**config.mk**
```make
export PLATFORM = sky130hd
export DESIGN_NAME = dmab_top
export DESIGN_NICKNAME = d
export VERILOG_FILES = /design/src/design/dmab_arbiter.v /design/src/design/dmab_top.v
export VERILOG_INCLUDE_DIRS = /design/src /design/src/design
export SDC_FILE = /design/constraint.sdc
export NUM_CORES = 1
export LEC_CHECK = 0
export BUFFER_PORTS_ARGS = -buffer_cell sky130_fd_sc_hd__buf_2
export CORE_MARGIN = 2
export CORE_UTILIZATION = 59
export CTS_BUF_LIST = sky130_fd_sc_hd__clkbuf_8
export DETAILED_ROUTE_END_ITERATION = 16
export GPL_TIMING_DRIVEN = 0
export PLACE_DENSITY = 0.81
export SLEW_MARGIN = 40
export SYNTH_ARGS = -nofsm -noshare
export SYNTH_HDL_FRONTEND = slang
export SYNTH_SLANG_ARGS = --single-unit
export TNS_END_PERCENT = 20
```
**constraint.sdc**
```tcl
create_clock -name i_core_clk -period 6.3 [get_ports i_core_clk]
set_input_delay 0 -clock i_core_clk [delete_from_list [all_inputs] [get_ports i_core_clk]]
set_output_delay 0 -clock i_core_clk [all_outputs]
set_load 0.01 [all_outputs]
```
**src/design/dmab_regs.vh**
```
// Constants for the two-channel DMA count engine and its bus arbiter.
// Included by the top module and the arbiter; it holds definitions only.
// Notes on behaviour
// - Two independent channels, each moving byte, word, longword or 16-byte line operands.
// - Off-chip moves are single or dual address; on-chip moves are dual only.
// - Each channel holds a 32-bit destination, used only for dual-address moves.
// - Each channel keeps a 16-bit count of block bytes still to be written.
// - Count drops after a write address phase (dual) or any phase (single).
// - The drop equals the size: 1 byte, 2 word, 4 longword, 16 line.
// - The done flag sets when the count reaches zero.
// - A start with a count misaligned to the size flags an error, moves nothing.
// - Arbiter-off bit at one stops arbitration; at zero it runs.
// - With arbitration off the channels never get the bus.
// - Priority bit zero favours the core; one favours the channels.
// - A killed core fetch lowers core priority for the next bus cycle.
`ifndef DMAB_REGS_VH
`define DMAB_REGS_VH

// Register byte addresses; channel 1 sits one stride above channel 0.
`define DMAB_CH_STRIDE   8'h10
`define DMAB_OFF_CTRL    8'h00
`define DMAB_OFF_DEST    8'h04
`define DMAB_OFF_COUNT   8'h08
`define DMAB_OFF_CHSTAT  8'h0c
`define DMAB_OFF_ARB     8'h20
`define DMAB_OFF_IMASK   8'h24
`define DMAB_OFF_ISTAT   8'h28

// Control register fields.
`define DMAB_CTRL_START  0
`define DMAB_CTRL_SIZE_L 1
`define DMAB_CTRL_SIZE_H 2
`define DMAB_CTRL_SINGLE 3
`define DMAB_CTRL_OFFCHIP 4

// Channel status fields.
`define DMAB_CHST_DONE   0
`define DMAB_CHST_ERR    1
`define DMAB_CHST_BUSY   2

// Arbiter control fields.
`define DMAB_ARB_OFF     0
`define DMAB_ARB_PRIO    1

// Transfer size encodings.
`define DMAB_SZ_LONG     2'h0
`define DMAB_SZ_BYTE     2'h1
`define DMAB_SZ_WORD     2'h2
`define DMAB_SZ_LINE     2'h3

// Count decrements per size.
`define DMAB_DEC_BYTE    16'h0001
`define DMAB_DEC_WORD    16'h0002
`define DMAB_DEC_LONG    16'h0004
`define DMAB_DEC_LINE    16'h0010

// Low-bit masks that must be clear for an aligned count.
`define DMAB_ALN_WORD    16'h0001
`define DMAB_ALN_LONG    16'h0003
`define DMAB_ALN_LINE    16'h000f

// Reset values.
`define DMAB_RST_DEST    32'h00000000
`define DMAB_RST_COUNT   16'h0000
`define DMAB_RST_CTRL    5'h00

// Sequencer states, one-hot.
`define DMAB_ST_IDLE     3'h1
`define DMAB_ST_READ     3'h2
`define DMAB_ST_WRITE    3'h4

`endif

```
**src/design/dmab_arbiter.v**
```verilog
// Internal master-bus arbiter between the processor core and the DMA side.
// Assumes one clock; requests come from logic in the same domain.
`timescale 1ns/10ps
`default_nettype none
`include "dmab_regs.vh"

module dmab_arbiter (
	input  wire i_core_clk,
	input  wire i_nrst,
	input  wire i_core_req,
	input  wire i_dma_req,
	input  wire i_bus_idle,
	input  wire i_fetch_killed,
	input  wire i_arbiter_off,
	input  wire i_priority_order_select,
	output reg  o_grant_core,
	output reg  o_grant_dma
);

	reg  killed_q;
	reg  pick_dma;

	// Remember a killed fetch until a bus cycle begins or the channels stop asking.
	// Clearing it on the first idle decision would hand the channels a grant that
	// is gone again before the sequencer can use it.
	always @(posedge i_core_clk or negedge i_nrst) begin
		if (!i_nrst) begin
			killed_q <= 1'b0;
		end else if (i_fetch_killed) begin
			killed_q <= 1'b1;
		end else if (!i_bus_idle || !i_dma_req) begin
			killed_q <= 1'b0;
		end
	end

	// Decide the next owner from the priority order and the killed fetch.
	always @* begin
		pick_dma = 1'b0;
		if (i_priority_order_select) begin
			pick_dma = i_dma_req;
		end else begin
			pick_dma = i_dma_req && (!i_core_req || killed_q);
		end
	end

	// Ownership moves only while the bus is between cycles, except that arbiter-off hands it to the core at once.
	always @(posedge i_core_clk or negedge i_nrst) begin
		if (!i_nrst) begin
			o_grant_core <= 1'b1;
			o_grant_dma  <= 1'b0;
		end else if (i_arbiter_off) begin
			o_grant_core <= 1'b1;
			o_grant_dma  <= 1'b0;
		end else if (i_bus_idle) begin
			o_grant_core <= !pick_dma;
			o_grant_dma  <= pick_dma;
		end
	end

endmodule // dmab_arbiter
`default_nettype wire

```
**src/design/dmab_top.v**
```verilog
// Two-channel DMA count engine with destination, byte count, status flags,
// interrupt and the internal bus arbiter.
// Assumes a simple register port on the core clock and a bus that acknowledges
// each address phase with a one-cycle pulse; all inputs are in this domain.
// Grants reach the top outputs one cycle after the arbiter decides.
`timescale 1ns/10ps
`default_nettype none
`include "dmab_regs.vh"

module dmab_top (
	input  wire        i_core_clk,
	input  wire        i_nrst,
	input  wire [7:0]  i_addr,
	input  wire [31:0] i_wdata,
	input  wire        i_wr,
	input  wire        i_rd,
	output reg  [31:0] o_rdata,
	input  wire        i_core_req,
	input  wire        i_fetch_killed,
	input  wire        i_bus_idle,
	input  wire        i_addr_ack,
	output reg         o_grant_core,
	output reg         o_grant_dma,
	output reg         o_xfer_valid,
	output reg         o_xfer_write,
	output reg         o_xfer_chan,
	output reg  [1:0]  o_xfer_size,
	output reg  [31:0] o_xfer_addr,
	output reg         o_irq
);

	// One-hot sequencer states; a stray code falls back to idle.
	localparam [2:0] ST_IDLE  = `DMAB_ST_IDLE;
	localparam [2:0] ST_READ  = `DMAB_ST_READ;
	localparam [2:0] ST_WRITE = `DMAB_ST_WRITE;

	// Per-channel state, indexed by channel.
	reg  [31:0] dest_addr_q [0:1];
	reg  [15:0] remaining_bytes_q [0:1];
	reg  [4:0]  ctrl_q [0:1];
	reg  [1:0]  busy_q;
	reg  [1:0]  err_hit;
	reg  [1:0]  done_hit;

	// Global control and interrupt state.
	reg         arbiter_off_q;
	reg         priority_order_select_q;
	reg  [3:0]  istat_q;
	reg  [3:0]  imask_q;

	// Sequencer.
	reg  [2:0]  state_q;
	reg  [2:0]  state_d;
	reg         cur_q;
	reg         write_done;
	reg  [15:0] dec_amt;

	wire        grant_core;
	wire        grant_dma;
	wire        dma_req;
	wire [3:0]  istat_set;
	wire [3:0]  istat_clr;
	wire        wr_arb;
	wire        wr_imask;
	wire        wr_istat;

	// channel stops on zero or error
	// A stopped channel drops out of the request; a running unit keeps it up.
	assign dma_req = (|busy_q) || (state_q != ST_IDLE);

	assign wr_arb   = i_wr && (i_addr == `DMAB_OFF_ARB);
	assign wr_imask = i_wr && (i_addr == `DMAB_OFF_IMASK);
	assign wr_istat = i_wr && (i_addr == `DMAB_OFF_ISTAT);

	// Interrupt status layout: {err1, done1, err0, done0}.
	assign istat_set = {err_hit[1], done_hit[1], err_hit[0], done_hit[0]};
	assign istat_clr = wr_istat ? i_wdata[3:0] : 4'h0;

	// Decrement for the active channel's size.
	// A line move drops the count by a whole line at one acknowledge.
	always @* begin
		case (ctrl_q[cur_q][`DMAB_CTRL_SIZE_H:`DMAB_CTRL_SIZE_L])
			`DMAB_SZ_BYTE: dec_amt = `DMAB_DEC_BYTE;
			`DMAB_SZ_WORD: dec_amt = `DMAB_DEC_WORD;
			`DMAB_SZ_LINE: dec_amt = `DMAB_DEC_LINE;
			default:       dec_amt = `DMAB_DEC_LONG;
		endcase
	end

	// Bus arbiter; its grants are registered inside.
	// It sees the bus busy from the edge at which the sequencer leaves idle, so
	// only arbiter-off can move ownership under a phase that is just starting.
	dmab_arbiter u_arb (
		.i_core_clk              (i_core_clk),
		.i_nrst                  (i_nrst),
		.i_core_req              (i_core_req),
		.i_dma_req               (dma_req),
		.i_bus_idle              (i_bus_idle && (state_q == ST_IDLE) &&
		                          (state_d == ST_IDLE)),
		.i_fetch_killed          (i_fetch_killed),
		.i_arbiter_off           (arbiter_off_q),
		.i_priority_order_select (priority_order_select_q),
		.o_grant_core            (grant_core),
		.o_grant_dma             (grant_dma)
	);

	// Mirror the grants onto the top outputs.
	always @(posedge i_core_clk or negedge i_nrst) begin
		if (!i_nrst) begin
			o_grant_core <= 1'b1;
			o_grant_dma  <= 1'b0;
		end else begin
			o_grant_core <= grant_core;
			o_grant_dma  <= grant_dma;
		end
	end

	// Next state of the shared transfer sequencer.
	always @* begin
		state_d    = state_q;
		write_done = 1'b0;
		case (state_q)
			ST_IDLE: begin
				// Both grant copies must agree, so the output already shows the owner.
				if (grant_dma && o_grant_dma && busy_q[cur_q]) begin
					if (ctrl_q[cur_q][`DMAB_CTRL_SINGLE] &&
					    ctrl_q[cur_q][`DMAB_CTRL_OFFCHIP]) begin
						state_d = ST_WRITE;
					end else begin
						state_d = ST_READ;
					end
				end
			end
			// A read phase always hands on to the write phase of the same unit.
			ST_READ: begin
				if (i_addr_ack) begin
					state_d = ST_WRITE;
				end
			end
			ST_WRITE: begin
				if (i_addr_ack) begin
					write_done = 1'b1;
					state_d    = ST_IDLE;
				end
			end
			default: begin
				state_d = ST_IDLE;
			end
		endcase
	end

	// Sequencer register and round-robin pick of the next busy channel.
	always @(posedge i_core_clk or negedge i_nrst) begin
		if (!i_nrst) begin
			state_q <= ST_IDLE;
			cur_q   <= 1'b0;
		end else begin
			state_q <= state_d;
			// An idle channel is skipped at once, so a lone busy one waits a cycle at most.
			if ((state_q == ST_IDLE) && !busy_q[cur_q]) begin
				cur_q <= !cur_q;
			end else if (write_done) begin
				cur_q <= !cur_q;
			end
		end
	end

	// Bus transfer outputs, all registered.
	always @(posedge i_core_clk or negedge i_nrst) begin
		if (!i_nrst) begin
			o_xfer_valid <= 1'b0;
			o_xfer_write <= 1'b0;
			o_xfer_chan  <= 1'b0;
			o_xfer_size  <= `DMAB_SZ_LONG;
			o_xfer_addr  <= `DMAB_RST_DEST;
		end else begin
			// Request and direction follow the next state so that they change together.
			o_xfer_valid <= (state_d != ST_IDLE);
			o_xfer_write <= (state_d == ST_WRITE);
			if (state_q == ST_IDLE) begin
				o_xfer_chan <= cur_q;
				o_xfer_size <= ctrl_q[cur_q][`DMAB_CTRL_SIZE_H:`DMAB_CTRL_SIZE_L];
			end
			// destination in dual mode only
			// Single-address moves show zero; the far device is reached by its own select.
			if ((state_d == ST_WRITE) && !ctrl_q[cur_q][`DMAB_CTRL_SINGLE]) begin
				o_xfer_addr <= dest_addr_q[cur_q];
			end else begin
				o_xfer_addr <= `DMAB_RST_DEST;
			end
		end
	end

	genvar ch;
	generate
		for (ch = 0; ch < 2; ch = ch + 1) begin : g_ch
			wire [7:0]  base;
			wire        wr_ctrl;
			wire        wr_dest;
			wire        wr_cnt;
			wire        start;
			wire [1:0]  wsize;
			reg         aligned;
			wire        mine;

			assign base    = (ch == 0) ? 8'h00 : `DMAB_CH_STRIDE;
			assign wr_ctrl = i_wr && (i_addr == (base + `DMAB_OFF_CTRL));
			assign wr_dest = i_wr && (i_addr == (base + `DMAB_OFF_DEST));
			assign wr_cnt  = i_wr && (i_addr == (base + `DMAB_OFF_COUNT));
			assign start   = wr_ctrl && i_wdata[`DMAB_CTRL_START] && !busy_q[ch];
			assign wsize   = i_wdata[`DMAB_CTRL_SIZE_H:`DMAB_CTRL_SIZE_L];
			assign mine    = write_done && (cur_q == ch);

			// Alignment of the count against the size being started.
			// The size checked is the one in the starting write, not the stored one.
			always @* begin
				case (wsize)
					`DMAB_SZ_WORD: aligned = ~|(remaining_bytes_q[ch] & `DMAB_ALN_WORD);
					`DMAB_SZ_LONG: aligned = ~|(remaining_bytes_q[ch] & `DMAB_ALN_LONG);
					`DMAB_SZ_LINE: aligned = ~|(remaining_bytes_q[ch] & `DMAB_ALN_LINE);
					default:       aligned = 1'b1;
				endcase
			end

			// Control and destination, writable only while the channel is idle.
			// Writes to a busy channel are dropped so a running block is never retargeted.
			always @(posedge i_core_clk or negedge i_nrst) begin
				if (!i_nrst) begin
					ctrl_q[ch]      <= `DMAB_RST_CTRL;
					dest_addr_q[ch] <= `DMAB_RST_DEST;
				end else begin
					if (wr_ctrl && !busy_q[ch]) begin
						ctrl_q[ch] <= {i_wdata[`DMAB_CTRL_OFFCHIP:`DMAB_CTRL_SIZE_L], 1'b0};
					end
					if (wr_dest && !busy_q[ch]) begin
						dest_addr_q[ch] <= i_wdata;
					end
				end
			end

			always @(posedge i_core_clk or negedge i_nrst) begin
				if (!i_nrst) begin
					remaining_bytes_q[ch] <= `DMAB_RST_COUNT;
				end else if (mine) begin
					remaining_bytes_q[ch] <= remaining_bytes_q[ch] - dec_amt;
				end else if (wr_cnt && !busy_q[ch]) begin
					remaining_bytes_q[ch] <= i_wdata[15:0];
				end
			end

			// Busy and the done/error events of this channel.
			// A start with a zero count completes at once and never asks for the bus.
			always @(posedge i_core_clk or negedge i_nrst) begin
				if (!i_nrst) begin
					busy_q[ch]   <= 1'b0;
					err_hit[ch]  <= 1'b0;
					done_hit[ch] <= 1'b0;
				end else begin
					err_hit[ch]  <= 1'b0;
					done_hit[ch] <= 1'b0;
					if (start) begin
						if (!aligned) begin
							err_hit[ch] <= 1'b1;
						end else if (remaining_bytes_q[ch] == `DMAB_RST_COUNT) begin
							done_hit[ch] <= 1'b1;
						end else begin
							busy_q[ch] <= 1'b1;
						end
					end else if (mine && (remaining_bytes_q[ch] <= dec_amt)) begin
						busy_q[ch]   <= 1'b0;
						done_hit[ch] <= 1'b1;
					end
				end
			end
		end
	endgenerate

	// Global arbiter control and interrupt mask.
	// The priority bit takes effect at its next ownership decision; arbiter-off at the next clock edge.
	always @(posedge i_core_clk or negedge i_nrst) begin
		if (!i_nrst) begin
			arbiter_off_q           <= 1'b0;
			priority_order_select_q <= 1'b0;
			imask_q                 <= 4'h0;
		end else begin
			if (wr_arb) begin
				arbiter_off_q           <= i_wdata[`DMAB_ARB_OFF];
				priority_order_select_q <= i_wdata[`DMAB_ARB_PRIO];
			end
			if (wr_imask) begin
				imask_q <= i_wdata[3:0];
			end
		end
	end

	// Sticky status; a new event beats a same-cycle write-one clear.
	// The mask only gates the interrupt line; status bits set regardless.
	always @(posedge i_core_clk or negedge i_nrst) begin
		if (!i_nrst) begin
			istat_q <= 4'h0;
			o_irq   <= 1'b0;
		end else begin
			istat_q <= (istat_q & ~istat_clr) | istat_set;
			o_irq   <= |(((istat_q & ~istat_clr) | istat_set) & imask_q);
		end
	end

	// Read data appear one cycle after the read strobe; unmapped reads zero.
	// Channel status mirrors the sticky bits, so a write-one clear empties both views.
	always @(posedge i_core_clk or negedge i_nrst) begin
		if (!i_nrst) begin
			o_rdata <= 32'h00000000;
		end else if (i_rd) begin
			case (i_addr)
				`DMAB_OFF_CTRL: o_rdata <= {27'h0000000, ctrl_q[0]};
				`DMAB_OFF_DEST: o_rdata <= dest_addr_q[0];
				`DMAB_OFF_COUNT: o_rdata <= {16'h0000, remaining_bytes_q[0]};
				`DMAB_OFF_CHSTAT: o_rdata <= {29'h00000000, busy_q[0], istat_q[1:0]};
				`DMAB_CH_STRIDE + `DMAB_OFF_CTRL: o_rdata <= {27'h0000000, ctrl_q[1]};
				`DMAB_CH_STRIDE + `DMAB_OFF_DEST: o_rdata <= dest_addr_q[1];
				`DMAB_CH_STRIDE + `DMAB_OFF_COUNT:
					o_rdata <= {16'h0000, remaining_bytes_q[1]};
				`DMAB_CH_STRIDE + `DMAB_OFF_CHSTAT:
					o_rdata <= {29'h00000000, busy_q[1], istat_q[3:2]};
				`DMAB_OFF_ARB:
					o_rdata <= {30'h00000000, priority_order_select_q, arbiter_off_q};
				`DMAB_OFF_IMASK: o_rdata <= {28'h0000000, imask_q};
				`DMAB_OFF_ISTAT: o_rdata <= {28'h0000000, istat_q};
				default: o_rdata <= 32'h00000000;
			endcase
		end else begin
			o_rdata <= 32'h00000000;
		end
	end

endmodule // dmab_top
`default_nettype wire

```
=== Word-level counts from Yosys, hierarchy flattened ===
Index checks and enable logic that the tools add are counted.
Widths: inputs -> output; s select.

* $lt $le $gt $ge: 4
* Equality and inequality tests: 26
* Bitwise gates (word level): 6
* Reductions and logical operators: 68
* Multiplexer cells: 55
* Add/subtract/negate cells: 2

{| class="wikitable"
|+ Operator list
! cell !! count
|-
| $pmux 32 s11 || 1
|-
| $mux 32 || 5
|-
| $mux 16 || 4
|-
| $mux 1 || 33
|-
| $eq 8x5->1 const B || 4
|-
| $le 16x5->1 || 2
|-
| $logic_not 16->1 || 2
|-
| $sub 16x5->16 || 2
|-
| $logic_and 1x1->1 || 31
|-
| $eq 8x6->1 const B || 3
|-
| $eq 8x4->1 const B || 2
|-
| $logic_not 1->1 || 15
|-
| $mux 5 || 3
|-
| $pmux 5 s3 || 1
|-
| $reduce_bool 2->1 || 7
|-
| $mux 3 || 4
|-
| $reduce_or 4->1 || 3
|-
| $pmux 3 s3 || 1
|-
| $and 4x4->4 || 2
|-
| $eq 2x2->1 const B || 4
|-
| $eq 8x3->1 const B || 1
|-
| $logic_not 8->1 || 1
|-
| $eq 3x1->1 const B || 2
|-
| $eq 3x3->1 const B || 2
|-
| 17 further kinds || 26
|}

* Logic and storage cells: 191
* Bits in registers: 199
* Output and inout port bits: 72

=== Depth between registers and ports, before layout ===
* Depth in word-level cells: 14
* Gate-level depth with buffers: 12
* Gate-level depth less buffers: 11

=== Hierarchy ===
From an unflattened synthesis, not the netlist that was laid out.

* Cell total of the unflattened synthesis: 857
* Area total of the unflattened synthesis: 9544.2 um^2

{| class="wikitable"
|+ Modules (own cells, without submodules)
! module !! cells each !! times used !! area an instance (um^2)
|-
| dmab_top || 848 || 1 || 9416.5
|-
| dmab_arbiter || 9 || 1 || 127.6
|}

=== Least setup slack after synthesis ===
Ideal clock, no wire load.

* Kind: reg2reg
* Start point: register cur_q
* End point: register remaining_bytes_q[30] in the netlist's numbering
* Clock period less this slack: 3.485 ns
* Path buffers: 2
* Library setup time: 0.099 ns
* Data arrival time: 3.385 ns
* Slack: 2.815 ns
* Required time: 6.201 ns
* Stages on the path, launching flop included: 12
* Cell sequence: dfrtp_1 -> clkbuf_1 -> buf_1 -> nand2_1 -> o22ai_1 -> ha_1 -> inv_1 -> fa_1 -> a211o_1 -> a2111oi_1 -> a211oi_1 -> a311oi_1

* Word-level cells in the longest chain between the ends: 8

{| class="wikitable"
|+ Ends and longest elaborated chain
! item !! line !! RTL
|-
| start: declaration || dmab_top.v:54 || <nowiki>reg cur_q;</nowiki>
|-
| start signal: assignment || dmab_top.v:161 || <nowiki>cur_q <= !cur_q;</nowiki>
|-
| start signal: assignment || dmab_top.v:163 || <nowiki>cur_q <= !cur_q;</nowiki>
|-
| $not 1->2 (implied by the code) || dmab_top.v:82 || <nowiki>case (ctrl_q[cur_q][`DMAB_CTRL_SIZE_H:`DMAB_CTRL_SIZE_L])</nowiki>
|-
| $mux 5 (3 in a row) || n/a ||
|-
| $eq 2x2->1 or $eq 2x1->1 (tied branches) || dmab_top.v:82 ||
|-
| $pmux 5 s3 || dmab_top.v:82 ||
|-
| $sub 16x5->16 || dmab_top.v:245 || <nowiki>remaining_bytes_q[ch] <= remaining_bytes_q[ch] - dec_amt;</nowiki>
|-
| $mux 16 || dmab_top.v:244 || <nowiki>end else if (mine) begin</nowiki>
|-
| end signal: indexed assignment || dmab_top.v:243 || <nowiki>remaining_bytes_q[ch] <= `DMAB_RST_COUNT;</nowiki>
|-
| end signal: indexed assignment || dmab_top.v:245 ||
|-
| end signal: indexed assignment || dmab_top.v:247 || <nowiki>remaining_bytes_q[ch] <= i_wdata[15:0];</nowiki>
|-
| end: declaration || dmab_top.v:39 || <nowiki>reg [15:0] remaining_bytes_q [0:1];</nowiki>
|}

Parallel ways exist; a longest one is shown, timed or not. The select of a mux whose other input is x is not followed.
A chain may end at the register's enable or synchronous reset.

=== Final worst setup path ===
* Start point: register cur_q
* End point: register busy_q[0]

* Word-level cells in the longest chain between the ends: 10

{| class="wikitable"
|+ Ends and longest elaborated chain
! item !! line !! RTL
|-
| $not 1->2 (implied by the code) || dmab_top.v:82 ||
|-
| $mux 5 (3 in a row) || n/a ||
|-
| $eq 2x2->1 or $eq 2x1->1 (tied branches) || dmab_top.v:82 ||
|-
| $pmux 5 s3 || dmab_top.v:82 ||
|-
| $le 16x5->1 || dmab_top.v:269 || <nowiki>end else if (mine && (remaining_bytes_q[ch] <= dec_amt)) begin</nowiki>
|-
| $logic_and 1x1->1 * || dmab_top.v:269 ||
|-
| $reduce_bool 2->1 (no source line) * || n/a ||
|-
| $reduce_and 3->1 (no source line) * || n/a ||
|-
| end signal: indexed assignment || dmab_top.v:255 || <nowiki>busy_q[ch] <= 1'b0;</nowiki>
|-
| end signal: indexed assignment || dmab_top.v:267 || <nowiki>busy_q[ch] <= 1'b1;</nowiki>
|-
| end signal: indexed assignment || dmab_top.v:270 || <nowiki>busy_q[ch] <= 1'b0;</nowiki>
|-
| end: declaration || dmab_top.v:41 || <nowiki>reg [1:0] busy_q;</nowiki>
|}

Mark *: on every way between the ends. The rest lies on a longest branch, timed or not. The select of a mux whose other input is x is not followed.

==> run summary <==
Fraction of registers with async set/reset = 1.000
Critical path type = flip-flop to flip-flop
Die height = 129.6 um
Finished Layout Cells = 1244
Post-CTS Setup Repair Bufs = 0
Number of buffers created by CTS = 17
Warnings from Yosys = 0
Clk root buf = clkbuf_8
First-pass GRT wire length = 40.05 mm
Hold buffer count at CTS = 41
Largest cells by area after synthesis = dfrtp_1 (53%), mux2_2 (8.7%), mux2i_1 (5.3%)
Post-synthesis sequential area ratio = 0.5353
Post-Syn Instances = 845
Reg2reg start = cur_q
Final clock skew = 0.01563 ns
Reg-to-Reg End = busy_q[0]
WP data arrival = 4.77 ns
Yosys top cell area share = 0.5268
DR vias = 7763
Net Sw Power = 789.5 uW
DR WL/cell = 20.48 um
RSZ-0062 raised after global routing = no
Worst-Margin Slew = 0.8165 ns
Vias in the first global route = 7498
Int Pwr = 1837 uW
Commonest register cell after synthesis = dfrtp_1
Final Wtd Congestion = 0.9835
Yosys top cell by area = dfrtp_1
Distinct cells, synth = 69
Max cap viols = 0
H-tree Lvls = 4
All-Layer GR Usage = 0.3162
Maximum vdd drop = 0.1340 mV
Core box area = 15310 um^2
Crit path capture type = flip-flop
I/O pin count = 120
Nets@finish = 1078
Worst-skew pair later-pin latency = 0.49 ns
Starting Density = 0.6079
Slew Limit Fails = 0
Switching share of power = 0.3006
Critical-path maximum fanout = 10
Most frequent cell after synthesis = dfrtp_1
Inst Count DP = 1171
Final setup TNS = 0 ns
Setup violations, final = 0
Post-synth EDFFs = 0
DIE AREA = 16800 um^2
CTS tree = built
Clk sink count = 199
CTS Buffer Depth = 2
Final period util = 0.7003
Comb power frac = 0.159
Post-cts resize count = 0
Detailed-route wire length = 25.48 mm
Grt ovf = 0
Initial antenna violation count = 0
Clock share of power = 0.317
Area grow syn2layout = 18.79%
Antenna cell count = 0
DRC violations left = 0
Pwr dens = 237.4 nW/um^2
Netlist Area Pre-Place = 9310 um^2
Syn_area_per_cell = 11.02 um^2
Outcome = completed
Seq cells post-synth = 199
Final HPWL DP = 17.40 mm
Reg power frac = 0.524
DRT iter0 DRCs = 816
Final worst path period need = 4.412 ns
Commonest cells post-synth = dfrtp_1 (196), nor2_1 (114), mux2_2 (72)
Clock transition at path regs = 0.10 ns
Relative slew slack = 0.4557
Via density = 6.240
Fmax = 226.7 MHz
Die Width = 129.6 um
TritonRoute pass-1 iters = 8
Final ANT Viol Nets = 0
Fraction of layout cells with a size suffix above 1 = 0.2352
Port bufs = 113
Largest net degree at the start of global routing = 72
Static Leak = 0.005217 uW
Row count = 45
WP data required = 6.66 ns
Final hold vios = 0
R2r setup slk = 1.89 ns
R2R depth = 12
Synth Net Count = 903
Min-delay worst type = primary input to asynchronous set/reset pin
Nature of the critical path startpoint = flip-flop
worst max path at each step:
| stage | from | to | slack [ns] | depth (start not counted) |
|---|---|---|---|---|
| after floorplan | cur_q | remaining_bytes_q[30] | 2.82 | 11 |
| after global placement | cur_q | busy_q[0] | 1.80 | 12 |
| after detailed placement | cur_q | remaining_bytes_q[30] | 2.09 | 11 |
| after CTS | cur_q | remaining_bytes_q[30] | 2.06 | 11 |
| after global routing | cur_q | busy_q[0] | 1.74 | 12 |
| final | cur_q | busy_q[0] | 1.89 | 12 |
final cells by class:
class / count / area, um^2
plain buffers: 47 / 182.7
clock inverters: 14 / 158.9
multi-input cells: 585 / 4129
fillers: 1096 / 4255
well taps: 211 / 264.0
inverters: 14 / 52.55
flip-flops and latches: 199 / 4984
clock buffers: 18 / 247.7
repair buffers: 156 / 1041
critical path, stage by stage (launching register included):
cell and delay, ns:
dfrtp_1 0.48, clkbuf_1 0.53, buf_1 0.58, nand2_1 0.15, o22ai_1 0.36, ha_1 0.24
inv_1 0.06, fa_1 0.42, a211o_1 0.32, a2111oi_2 0.75, a21oi_1 0.12, o21ai_0 0.19
a21oi_1 0.08
power groups by stage:
| stage | clock network [uW] | registers [uW] | logic, uW |
|---|---|---|---|
| CTS | 836 | 1370 | 413 |
| detailed placement | 0 | 1400 | 392 |
| finish | 832 | 1380 | 418 |
| floorplan | 0 | 1380 | 258 |
| global placement | 0 | 1390 | 378 |
| global route | 889 | 1380 | 455 |
flip-flops by register name (all words and copies together) (netlist names), 2 cells and up:
register / cells
dest_addr_q: 64
o_rdata: 32
o_xfer_addr: 32
remaining_bytes_q: 32
ctrl_q: 8
imask_q: 4
istat_q: 4
state_q: 3
busy_q: 2
done_hit: 2
err_hit: 2
o_xfer_size: 2
layer usage:
metal	global-route usage	wire, um
met1	0.4076	9940
met2	0.4992	11960
met3	0.06647	1983
met4	0.1822	1592
met5	0	0
placed cells by master (no fill, tap or decap), types with 5 or more instances in the layout:
cell,netlist,layout
dfrtp_1,196,196
nor3_1,21,19
o22ai_1,5,5
ha_1,8,8
mux2_2,72,72
nor4_1,9,8
or4_1,7,7
buf_2,4,116
and2_1,6,6
a222oi_1,11,11
a31oi_1,6,6
a21o_1,7,7
and3_1,6,6
o311ai_0,5,5
nor2b_1,6,6
a211oi_1,12,12
nand3_1,16,16
or2_2,5,5
clkbuf_1,40,40
a211o_1,5,5
o21ai_0,28,28
o211ai_1,13,13
mux2i_1,49,49
clkbuf_8,0,18
dlygate4sd3_1,0,41
nor2_1,114,114
inv_1,14,15
a21oi_1,24,24
nand2_1,52,52
a22oi_1,20,20
a22o_1,13,13
cell families after synthesis:
logic type	after synthesis	synth area share
compound gates	176	0.1371
xor+xnor	5	0.004703
fa+ha+maj	10	0.01505
buf+inv	61	0.02513
flops	199	0.5353
mux	121	0.1398
simple gates	273	0.1430
metrics by stage:
step           setup slack, ns  power, uW  instance area, um^2    util  hold slack, ns
3_5_place_dp             2.088       1789                10230  0.6677        -0.03201
4_1_cts                  2.055       2622                11040  0.7211         0.02339
6_report                 1.888       2626                11060  0.7221         0.03368
3_3_place_gp             1.799       1773                10140  0.6621          0.1780
2_1_floorplan            2.815       1640                 9310       -         -0.2956
5_1_grt                  1.736       2725                11060  0.7221         0.05799
No activity file was read; power rests on OpenSTA's default activity.
